**config.mk**
```make
export PLATFORM = sky130hd
export DESIGN_NAME = bor_ctrl
export DESIGN_NICKNAME = d
export VERILOG_FILES = /design/src/bor_pkg.sv /design/src/bor_ctrl.sv
export VERILOG_INCLUDE_DIRS = /design/src
export SDC_FILE = /design/constraint.sdc
export NUM_CORES = 1
export LEC_CHECK = 0
export BUFFER_PORTS_ARGS = -buffer_cell sky130_fd_sc_hd__buf_2
export CELL_PAD_IN_SITES_DETAIL_PLACEMENT = 2
export CELL_PAD_IN_SITES_GLOBAL_PLACEMENT = 2
export CORE_MARGIN = 2
export CORE_UTILIZATION = 27
export DETAILED_ROUTE_END_ITERATION = 8
export GPL_TIMING_DRIVEN = 1
export PLACE_DENSITY = 0.95
export SLEW_MARGIN = 5
export SYNTH_ARGS = -nofsm -noshare
export SYNTH_HDL_FRONTEND = slang
export SYNTH_SLANG_ARGS = --single-unit
```
**constraint.sdc**
```tcl
create_clock -name clk -period 2.9 [get_ports clk]
set_input_delay 0.29 -clock clk [delete_from_list [all_inputs] [get_ports clk]]
set_output_delay 0.29 -clock clk [all_outputs]
set_load 0.02 [all_outputs]
```
**src/bor_consts.svh**
```systemverilog
`ifndef BOR_CONSTS_SVH
`define BOR_CONSTS_SVH

// Endian select codes held in option memory.
`define BOR_ENDIAN_BIG        3'h0
`define BOR_ENDIAN_LITTLE     3'h7

// Code flash blocks that trusted execute-only memory covers.
`define BOR_TRUSTED_BLOCK_A   4'h8
`define BOR_TRUSTED_BLOCK_B   4'h9

// Single common reset vector: the fetch address of the reset program counter.
`define BOR_RESET_VECTOR      32'hFFFFFFFC

// Least time the internal reset is held after a source, and its cycle count at 100 MHz.
`define BOR_HOLD_NS           100
`define BOR_CLK_NS            10
`define BOR_HOLD_CYCLES       ((`BOR_HOLD_NS + `BOR_CLK_NS - 1) / `BOR_CLK_NS)

// Reset source indices, highest initialization scope first.
`define BOR_SRC_PIN           0
`define BOR_SRC_POR           1
`define BOR_SRC_LVD0          2
`define BOR_SRC_IWDT          3
`define BOR_SRC_WDT           4
`define BOR_SRC_LVD1          5
`define BOR_SRC_LVD2          6
`define BOR_SRC_DSTBY         7
`define BOR_SRC_SW            8

// For each detection flag, the sources that clear it (bit n = source n).
`define BOR_CLR_POR           9'h001
`define BOR_CLR_LVD0          9'h003
`define BOR_CLR_IWDT          9'h087
`define BOR_CLR_WDT           9'h08F
`define BOR_CLR_LVD1          9'h01F
`define BOR_CLR_LVD2          9'h03F
`define BOR_CLR_DSTBY         9'h07F
`define BOR_CLR_SW            9'h0FF
`define BOR_CLR_COLD_WARM     9'h002

// Protect bit that unlocks the software reset register.
`define BOR_PROT_SWRST_BIT    1

`endif

```
**src/bor_pkg.sv**
```systemverilog
`default_nettype none
package bor_pkg;

    typedef enum logic [1:0] {
        BOR_RUN,
        BOR_HOLD,
        BOR_VECTOR
    } bor_state_t;

    // Options as read from non-volatile option memory.
    typedef struct packed {
        logic [2:0]   endian_select_field;
        logic         programmer_command_control;
        logic [127:0] debugger_id_code_store;
        logic         trusted_execute_only_memory;
    } bor_opts_t;

    // One memory access to be checked.
    typedef struct packed {
        logic       valid;
        logic       fetch;
        logic       outside;
        logic       external;
        logic [2:0] cs;
        logic [3:0] block;
    } bor_access_t;

    // Detection flags, one per source; the pin source has no flag of its own.
    typedef struct packed {
        logic cold_warm_start_flag;
        logic [8:0] detect;
    } bor_status_t;

    typedef struct packed {
        bor_state_t  state;
        logic [7:0]  hold_cnt;
        bor_opts_t   opts;
        bor_status_t status;
        logic [7:0]  write_protect_register;
        logic        pc_load;
        logic        dbg_connected;
        logic        id_refused;
        logic        cmd_accept;
        logic        cmd_refuse;
        logic        acc_done;
        logic        acc_denied;
        logic        acc_big_endian;
        logic        acc_code_mismatch;
    } bor_regs_t;

endpackage

`default_nettype wire

```
**src/bor_ctrl.sv**
```systemverilog
`timescale 1ns/1ns
`default_nettype none
`include "bor_consts.svh"

// How it works
// - Instruction fetches are always little-endian; data follows the configured order.
// - Chip data endianness comes from the three-bit option field read at reset.
// - Each external chip-select region has its own data endianness setting.
// - With trusted memory on, outside reads of flash blocks 8 and 9 are refused.
// - Trusted areas allow only instruction fetches; internal data reads are refused too.
// - Serial programmer commands are accepted only when the option enables them.
// - Connection is granted only on exact match with the stored ID code.
// - Nine reset sources: pin, power-on, three monitors, standby, two watchdogs, software.
// - Every reset source leads to the one common reset vector.
// - The reset cause is kept in three readable reset status registers.
// - Reset loads only the program counter; no stack pointer is loaded.
// - Cold/warm flag is cleared only by power-on; software writes one for warm.
// - Software reset writes are ignored unless protect bit one is set.
module bor_ctrl
(
    input  wire logic                 clk,
    input  wire logic                 rst,
    input  wire logic [8:0]           reset_src,
    input  wire bor_pkg::bor_opts_t   opt_mem,
    input  wire logic [7:0]           cs_big_endian,
    input  wire bor_pkg::bor_access_t access,
    input  wire logic                 id_valid,
    input  wire logic [127:0]         id_code,
    input  wire logic                 cmd_valid,
    input  wire logic                 prot_wr,
    input  wire logic [7:0]           prot_wdata,
    input  wire logic                 swrst_wr,
    input  wire logic                 cold_warm_wr,
    input  wire logic [8:0]           flag_clear,
    output logic                      sys_reset,
    output logic                      pc_load,
    output logic [31:0]               vector_addr,
    output logic                      stack_ptr_load,
    output logic [2:0]                active_endian,
    output logic                      dbg_connected,
    output logic                      id_refused,
    output logic                      cmd_accept,
    output logic                      cmd_refuse,
    output logic                      acc_done,
    output logic                      acc_denied,
    output logic                      acc_big_endian,
    output logic                      acc_code_mismatch,
    output logic [7:0]                reset_status_zero,
    output logic [7:0]                reset_status_one,
    output logic [7:0]                reset_status_two,
    output logic [7:0]                write_protect_register
);

    // ****************************************************************
    // State
    // ****************************************************************
    bor_pkg::bor_regs_t r_q;
    bor_pkg::bor_regs_t r_d;

    logic [8:0] src_all;
    logic [8:0] src_win;
    logic [8:0] clr_mask [0:8];
    logic       chip_big;
    logic       trusted_hit;
    logic       region_big;

    assign clr_mask[`BOR_SRC_PIN]   = 9'h000;
    assign clr_mask[`BOR_SRC_POR]   = `BOR_CLR_POR;
    assign clr_mask[`BOR_SRC_LVD0]  = `BOR_CLR_LVD0;
    assign clr_mask[`BOR_SRC_IWDT]  = `BOR_CLR_IWDT;
    assign clr_mask[`BOR_SRC_WDT]   = `BOR_CLR_WDT;
    assign clr_mask[`BOR_SRC_LVD1]  = `BOR_CLR_LVD1;
    assign clr_mask[`BOR_SRC_LVD2]  = `BOR_CLR_LVD2;
    assign clr_mask[`BOR_SRC_DSTBY] = `BOR_CLR_DSTBY;
    assign clr_mask[`BOR_SRC_SW]    = `BOR_CLR_SW;

    // ****************************************************************
    // Next state
    // ****************************************************************
    always_comb
    begin
        r_d = r_q;
        r_d.pc_load    = 1'b0;
        r_d.id_refused = 1'b0;
        r_d.cmd_accept = 1'b0;
        r_d.cmd_refuse = 1'b0;
        r_d.acc_done   = 1'b0;

        // A software reset write counts only while the protect bit is set; the reset_src bit is not gated.
        src_all = reset_src;
        src_all[`BOR_SRC_SW] = reset_src[`BOR_SRC_SW]
            | (swrst_wr & r_q.write_protect_register[`BOR_PROT_SWRST_BIT]);

        // Simultaneous sources: the one of highest scope wins.
        src_win = 9'h000;
        for (int i = 8; i >= 0; i--)
        begin
            if (src_all[i])
            begin
                src_win = 9'h000;
                src_win[i] = 1'b1;
            end
        end

        // Software clears first, so a hardware set in the same cycle wins.
        r_d.status.detect = r_q.status.detect & ~flag_clear;
        if (cold_warm_wr)
        begin
            r_d.status.cold_warm_start_flag = 1'b1;
        end
        if (prot_wr)
        begin
            r_d.write_protect_register = prot_wdata;
        end

        if (src_win != 9'h000)
        begin
            for (int f = 1; f < 9; f++)
            begin
                if ((clr_mask[f] & src_win) != 9'h000)
                begin
                    r_d.status.detect[f] = 1'b0;
                end
            end
            if ((src_win & `BOR_CLR_COLD_WARM) != 9'h000)
            begin
                r_d.status.cold_warm_start_flag = 1'b0;
            end
            r_d.status.detect = r_d.status.detect | (src_win & 9'h1FE);
            r_d.write_protect_register = 8'h00;
            r_d.dbg_connected = 1'b0;
            r_d.acc_denied = 1'b0;
            r_d.acc_big_endian = 1'b0;
            r_d.acc_code_mismatch = 1'b0;
            r_d.state = bor_pkg::BOR_HOLD;
            r_d.hold_cnt = 8'h00;
        end
        else
        begin
            case (r_q.state)
                bor_pkg::BOR_HOLD:
                begin
                    if (r_q.hold_cnt == 8'(`BOR_HOLD_CYCLES - 1))
                    begin
                        r_d.opts  = opt_mem;
                        r_d.state = bor_pkg::BOR_VECTOR;
                    end
                    else
                    begin
                        r_d.hold_cnt = r_q.hold_cnt + 8'h01;
                    end
                end
                bor_pkg::BOR_VECTOR:
                begin
                    // Only the program counter comes from the fixed vector.
                    r_d.pc_load = 1'b1;
                    r_d.state   = bor_pkg::BOR_RUN;
                end
                bor_pkg::BOR_RUN:
                begin
                    if (id_valid)
                    begin
                        if (id_code == r_q.opts.debugger_id_code_store)
                        begin
                            r_d.dbg_connected = 1'b1;
                        end
                        else
                        begin
                            r_d.dbg_connected = 1'b0;
                            r_d.id_refused    = 1'b1;
                        end
                    end
                    if (cmd_valid)
                    begin
                        // Commands need both the enable option and an authenticated tool.
                        if (r_q.opts.programmer_command_control && r_q.dbg_connected)
                        begin
                            r_d.cmd_accept = 1'b1;
                        end
                        else
                        begin
                            r_d.cmd_refuse = 1'b1;
                        end
                    end
                    if (access.valid)
                    begin
                        r_d.acc_done = 1'b1;
                        r_d.acc_denied = trusted_hit && (!access.fetch || access.outside);
                        r_d.acc_big_endian = !access.fetch && (access.external ? region_big : chip_big);
                        r_d.acc_code_mismatch = access.fetch && access.external && (region_big != chip_big);
                    end
                end
                default:
                begin
                    r_d.state = bor_pkg::BOR_HOLD;
                end
            endcase
        end
    end

    // ****************************************************************
    // Access decode
    // ****************************************************************
    // Any code other than the big-endian one is treated as little-endian.
    assign chip_big   = (r_q.opts.endian_select_field == `BOR_ENDIAN_BIG);
    assign region_big = cs_big_endian[access.cs];
    assign trusted_hit = r_q.opts.trusted_execute_only_memory && !access.external
                        && (access.block == `BOR_TRUSTED_BLOCK_A || access.block == `BOR_TRUSTED_BLOCK_B);

    // ****************************************************************
    // Registers
    // ****************************************************************
    always_ff @(posedge clk)
    begin
        if (rst)
        begin
            r_q <= '0;
            r_q.state <= bor_pkg::BOR_HOLD;
            r_q.opts.endian_select_field <= `BOR_ENDIAN_LITTLE;
            r_q.status.detect <= 9'h002;
        end
        else
        begin
            r_q <= r_d;
        end
    end

    // ****************************************************************
    // Outputs
    // ****************************************************************
    assign sys_reset          = (r_q.state != bor_pkg::BOR_RUN);
    assign pc_load            = r_q.pc_load;
    assign vector_addr        = `BOR_RESET_VECTOR;
    assign stack_ptr_load     = 1'b0;
    assign active_endian      = r_q.opts.endian_select_field;
    assign dbg_connected      = r_q.dbg_connected;
    assign id_refused         = r_q.id_refused;
    assign cmd_accept         = r_q.cmd_accept;
    assign cmd_refuse         = r_q.cmd_refuse;
    assign acc_done           = r_q.acc_done;
    assign acc_denied         = r_q.acc_denied;
    assign acc_big_endian     = r_q.acc_big_endian;
    assign acc_code_mismatch  = r_q.acc_code_mismatch;
    assign write_protect_register = r_q.write_protect_register;

    // Status zero: power-on, monitors 0..2, deep standby. One: cold/warm. Two: watchdogs, software.
    assign reset_status_zero = {3'h0, r_q.status.detect[`BOR_SRC_DSTBY], r_q.status.detect[`BOR_SRC_LVD2],
                                r_q.status.detect[`BOR_SRC_LVD1], r_q.status.detect[`BOR_SRC_LVD0],
                                r_q.status.detect[`BOR_SRC_POR]};
    assign reset_status_one  = {7'h00, r_q.status.cold_warm_start_flag};
    assign reset_status_two  = {5'h00, r_q.status.detect[`BOR_SRC_SW], r_q.status.detect[`BOR_SRC_WDT],
                                r_q.status.detect[`BOR_SRC_IWDT]};

endmodule // bor_ctrl

`default_nettype wire

```
==> flow_summary_export.csv <==
group,metric,value,unit
finish,nFillCells,3506,
yosys,synth_ff_type,"dfxtp_1",
routing,dr_wl_met3,1839,um
placed_design,pre_cts_ws,0.3405,ns
finish,areaGrowthSynthToFinish,28.95,%
sta,rsz0062_at_grt,"no",
critical_path,required,3.14,ns
routing,drc,0,
yosys,yosys_warnings,0,
power_and_ir_drop,p_sw,1.422,mW
finish,final-seq-area,3383,um^2
finish,fin_util,35.26,%
critical_path,r2r-end,"r_q[122]",
critical_path,reg2reg_slack,0.33,ns
critical_path,reg2reg_depth,7,
hold_path,min_path_type,"in2reg",
critical_path,path_max_fanout,60,
yosys,synth_area_leaders,"dfxtp_1 (42%), xor2_1 (14%), nand2_1 (13%), a21oi_1 (8.8%), buf_4 (7.0%)",
critical_path,path_class,"reg2reg",
floorplan,chipWidth,176.8,um
hold_path,hold_depth,2,
run_status,status,"completed",
sta,tns,0,ns
sta,min_period_over_period,88.48,%
power_and_ir_drop,p_comb_share,9.5,%
placed_design,gp_congestion,0.8031,
clock_network,ctsHoldBuffers,0,
global_route,grt_pass1_wl,50800,um
placed_design,placed_cells,1658,
routing,dr.max_layer_used,"met5",
yosys,synthArstFlopShare,0,%
power_and_ir_drop,power_frac_clock,45.1,%
floorplan,die-height,176.8,um
sta,timing.fmax,0.3897,GHz
power_and_ir_drop,sw_frac_of_total,27.81,%
clock_network,h-tree-depth,4,
clock_network,cts_root_buf,"clkbuf_16",
critical_path,crit_chain,"ha_1 > nor4b_1 > nand3_1 > or3_4 > buf_12 > nand2_1 > a21oi_1",
global_route,grt_usage,21.79,%
yosys,yosysTopAreaCell,"dfxtp_1",
floorplan,initial_core_util,27.34,%
routing,viasPerCell,4.600,
yosys,seq_area_frac_synth,41.97,%
yosys,ys_ff_latch,169,
clock_network,cts_buffer_depth,2,
yosys,netlist-cell-type-count,42,
routing,wl,34720,um
placed_design,port_buffers,340,
routing,first_pass_iters,4,
flow_run,cap_violations,0,
sta,skew,0.02386,ns
routing,vias,7820,
hold_path,hold_end,"reset_status_two[0]",
finish,final_cell_mix,"buf_2 (339), nand2_1 (276), dfxtp_1 (169)",
global_route,grt_max_degree,85,
clock_network,cts_tree,"yes",
global_route,grt_pass1_vias,8888,
clock_network,cts_buffers,17,
sta,layout_setup_ws,0.3342,ns
power_and_ir_drop,power.internal,3.690,mW
finish,nNetsFinal,1605,
floorplan,rows,63,
floorplan,ioPinCount,391,
power_and_ir_drop,p_seq_share,45.4,%
sta,setup_viol,0,
critical_path,crit_arrival,2.80,ns
global_route,grt.overflow.total,0,
sta,worst_pin_slew,1.018,ns
routing,drtIter0Drc,202,
clock_network,cts_setup_buffers,0,
yosys,synthCells,985,
sta,max_slew_margin,32.12,%
power_and_ir_drop,power.density,491.8,nW/um^2
critical_path,slowest_stage,"or3_4",
sta,report.final.slew_viol_count,0,
power_and_ir_drop,p_leak,4.670,nW
clock_network,path_clk_slew,0.08,ns
routing,drt-met1-wl,13440,um
power_and_ir_drop,power,5.112,mW
hold_path,min-delay-start,"reset_src[2]",
yosys,yosys.area.top_type_share,41.97,%
clock_network,cts_num_sinks,169,
routing,wl_met2,18310,um
sta,fin_crit,2.566,ns
critical_path,start_kind,"flop",
finish,final_cell_count_no_fill,1700,
finish,multi_input_area,4006,um^2
critical_path,crit_family,"simple AND/OR/NAND/NOR gates",
global_route,antenna_found_initial,14,
finish,final_common_cell,"buf_2",
critical_path,path_buf_inv,1,
sta,hold_viol,0,
yosys,avgSynthCellArea,8.183,um^2
yosys,synth.cell_area,8060,um^2
routing,wl_per_cell,20.43,um
routing,drtAntennaViolNets,0,
clock_network,cts.repair.resized,0,
floorplan,die_area,31250,um^2
clock_network,insertion_delay,0.43,ns
power_and_ir_drop,peakVddDrop,0.2827,mV
critical_path,r2r_start,"r_q[160]",
finish,drive_gt1_share,30.31,%
floorplan,coreArea,29480,um^2
yosys,synth_edf_count,0,
critical_path,cp-end-kind,"flop",
critical_path,slowest_delay,0.65,ns
placed_design,hpwl,28360,um
## per-layer routing
| layer | global-route usage, % | vias to the layer above |
|---|---|---|
| met5 | 0 | - |
| met4 | 8.023 | 6 |
| met3 | 5.219 | 60 |
| met2 | 41.00 | 253 |
| met1 | 23.49 | 3774 |
| li1 | - | 3727 |
## power by group through the flow
stage	registers, mW	clock network [mW]	logic [mW]
after floorplan	2.38	0	0.229
after global placement	2.38	0	0.469
after detailed placement	2.38	0	0.487
after CTS	2.32	2.37	0.490
after global routing	2.32	2.47	0.527
final	2.32	2.31	0.484
## state kept, by name (all words and copies together), names as in the netlist, 3 cells and up
name	count
r_q	140
active_endian	3
write_protect_register	8
reset_status_zero	5
reset_status_two	3
## cell type report
| class | count | share of cell area (%) |
|---|---|---|
| inverters | 12 | 0.4334 |
| repair buffers | 355 | 17.96 |
| clock inverters | 14 | 1.445 |
| diodes | 10 | 0.2408 |
| flip-flops and latches | 169 | 32.55 |
| multi-input cells | 732 | 38.55 |
| well taps | 390 | 4.695 |
| clock buffers | 18 | 4.129 |
## cells in the mapped netlist, types with 2 or more instances
cell and n:
nand2_1 276, dfxtp_1 169, a21oi_1 141, xor2_1 132
buf_4 75, nor4_1 37, nor2_1 27, clkbuf_1 24
inv_1 12, nand4_1 11, buf_6 10, mux2i_1 9
buf_2 8, or3_1 6, ha_1 5, nor3_1 5
nand3b_1 4, o21ai_0 3, xnor2_1 3, a31oi_1 2
and2_1 2, conb_1 2, mux4_2 2, nand3_1 2
## cell families (layout without fill, tap and decap cells)
family	count (synthesis)	count (layout)	synth area share (%)
xor+xnor	135	135	14.67
fa+ha+maj	5	5	0.7762
other cells	2	58	0.09317
mux	12	12	1.816
simple gates	377	377	20.01
buf+inv	130	399	10.60
flops	169	169	41.97
compound gates	155	155	10.06
## how the worst max path moves through the flow
stage / depth (start not counted) / slack [ns] / startpoint / to
floorplan: 9 / 1.02 / r_q[160] / r_q[129]
global placement: 8 / 0.39 / id_code[101] / dbg_connected
detailed placement: 8 / 0.34 / id_code[19] / dbg_connected
CTS: 7 / 0.35 / r_q[160] / r_q[122]
global route: 7 / 0.20 / r_q[47] / dbg_connected
finish: 7 / 0.33 / r_q[160] / r_q[122]
## stage by stage
stage,hold slack (ns),cell area [um^2]
6_report,0.07747,10390
5_1_grt,0.06651,10390
4_1_cts,0.04512,10370
3_5_place_dp,0.4640,9789
3_3_place_gp,0.4388,9789
2_1_floorplan,0.3681,8233
Note: power is estimated with default switching activity, not from simulation.
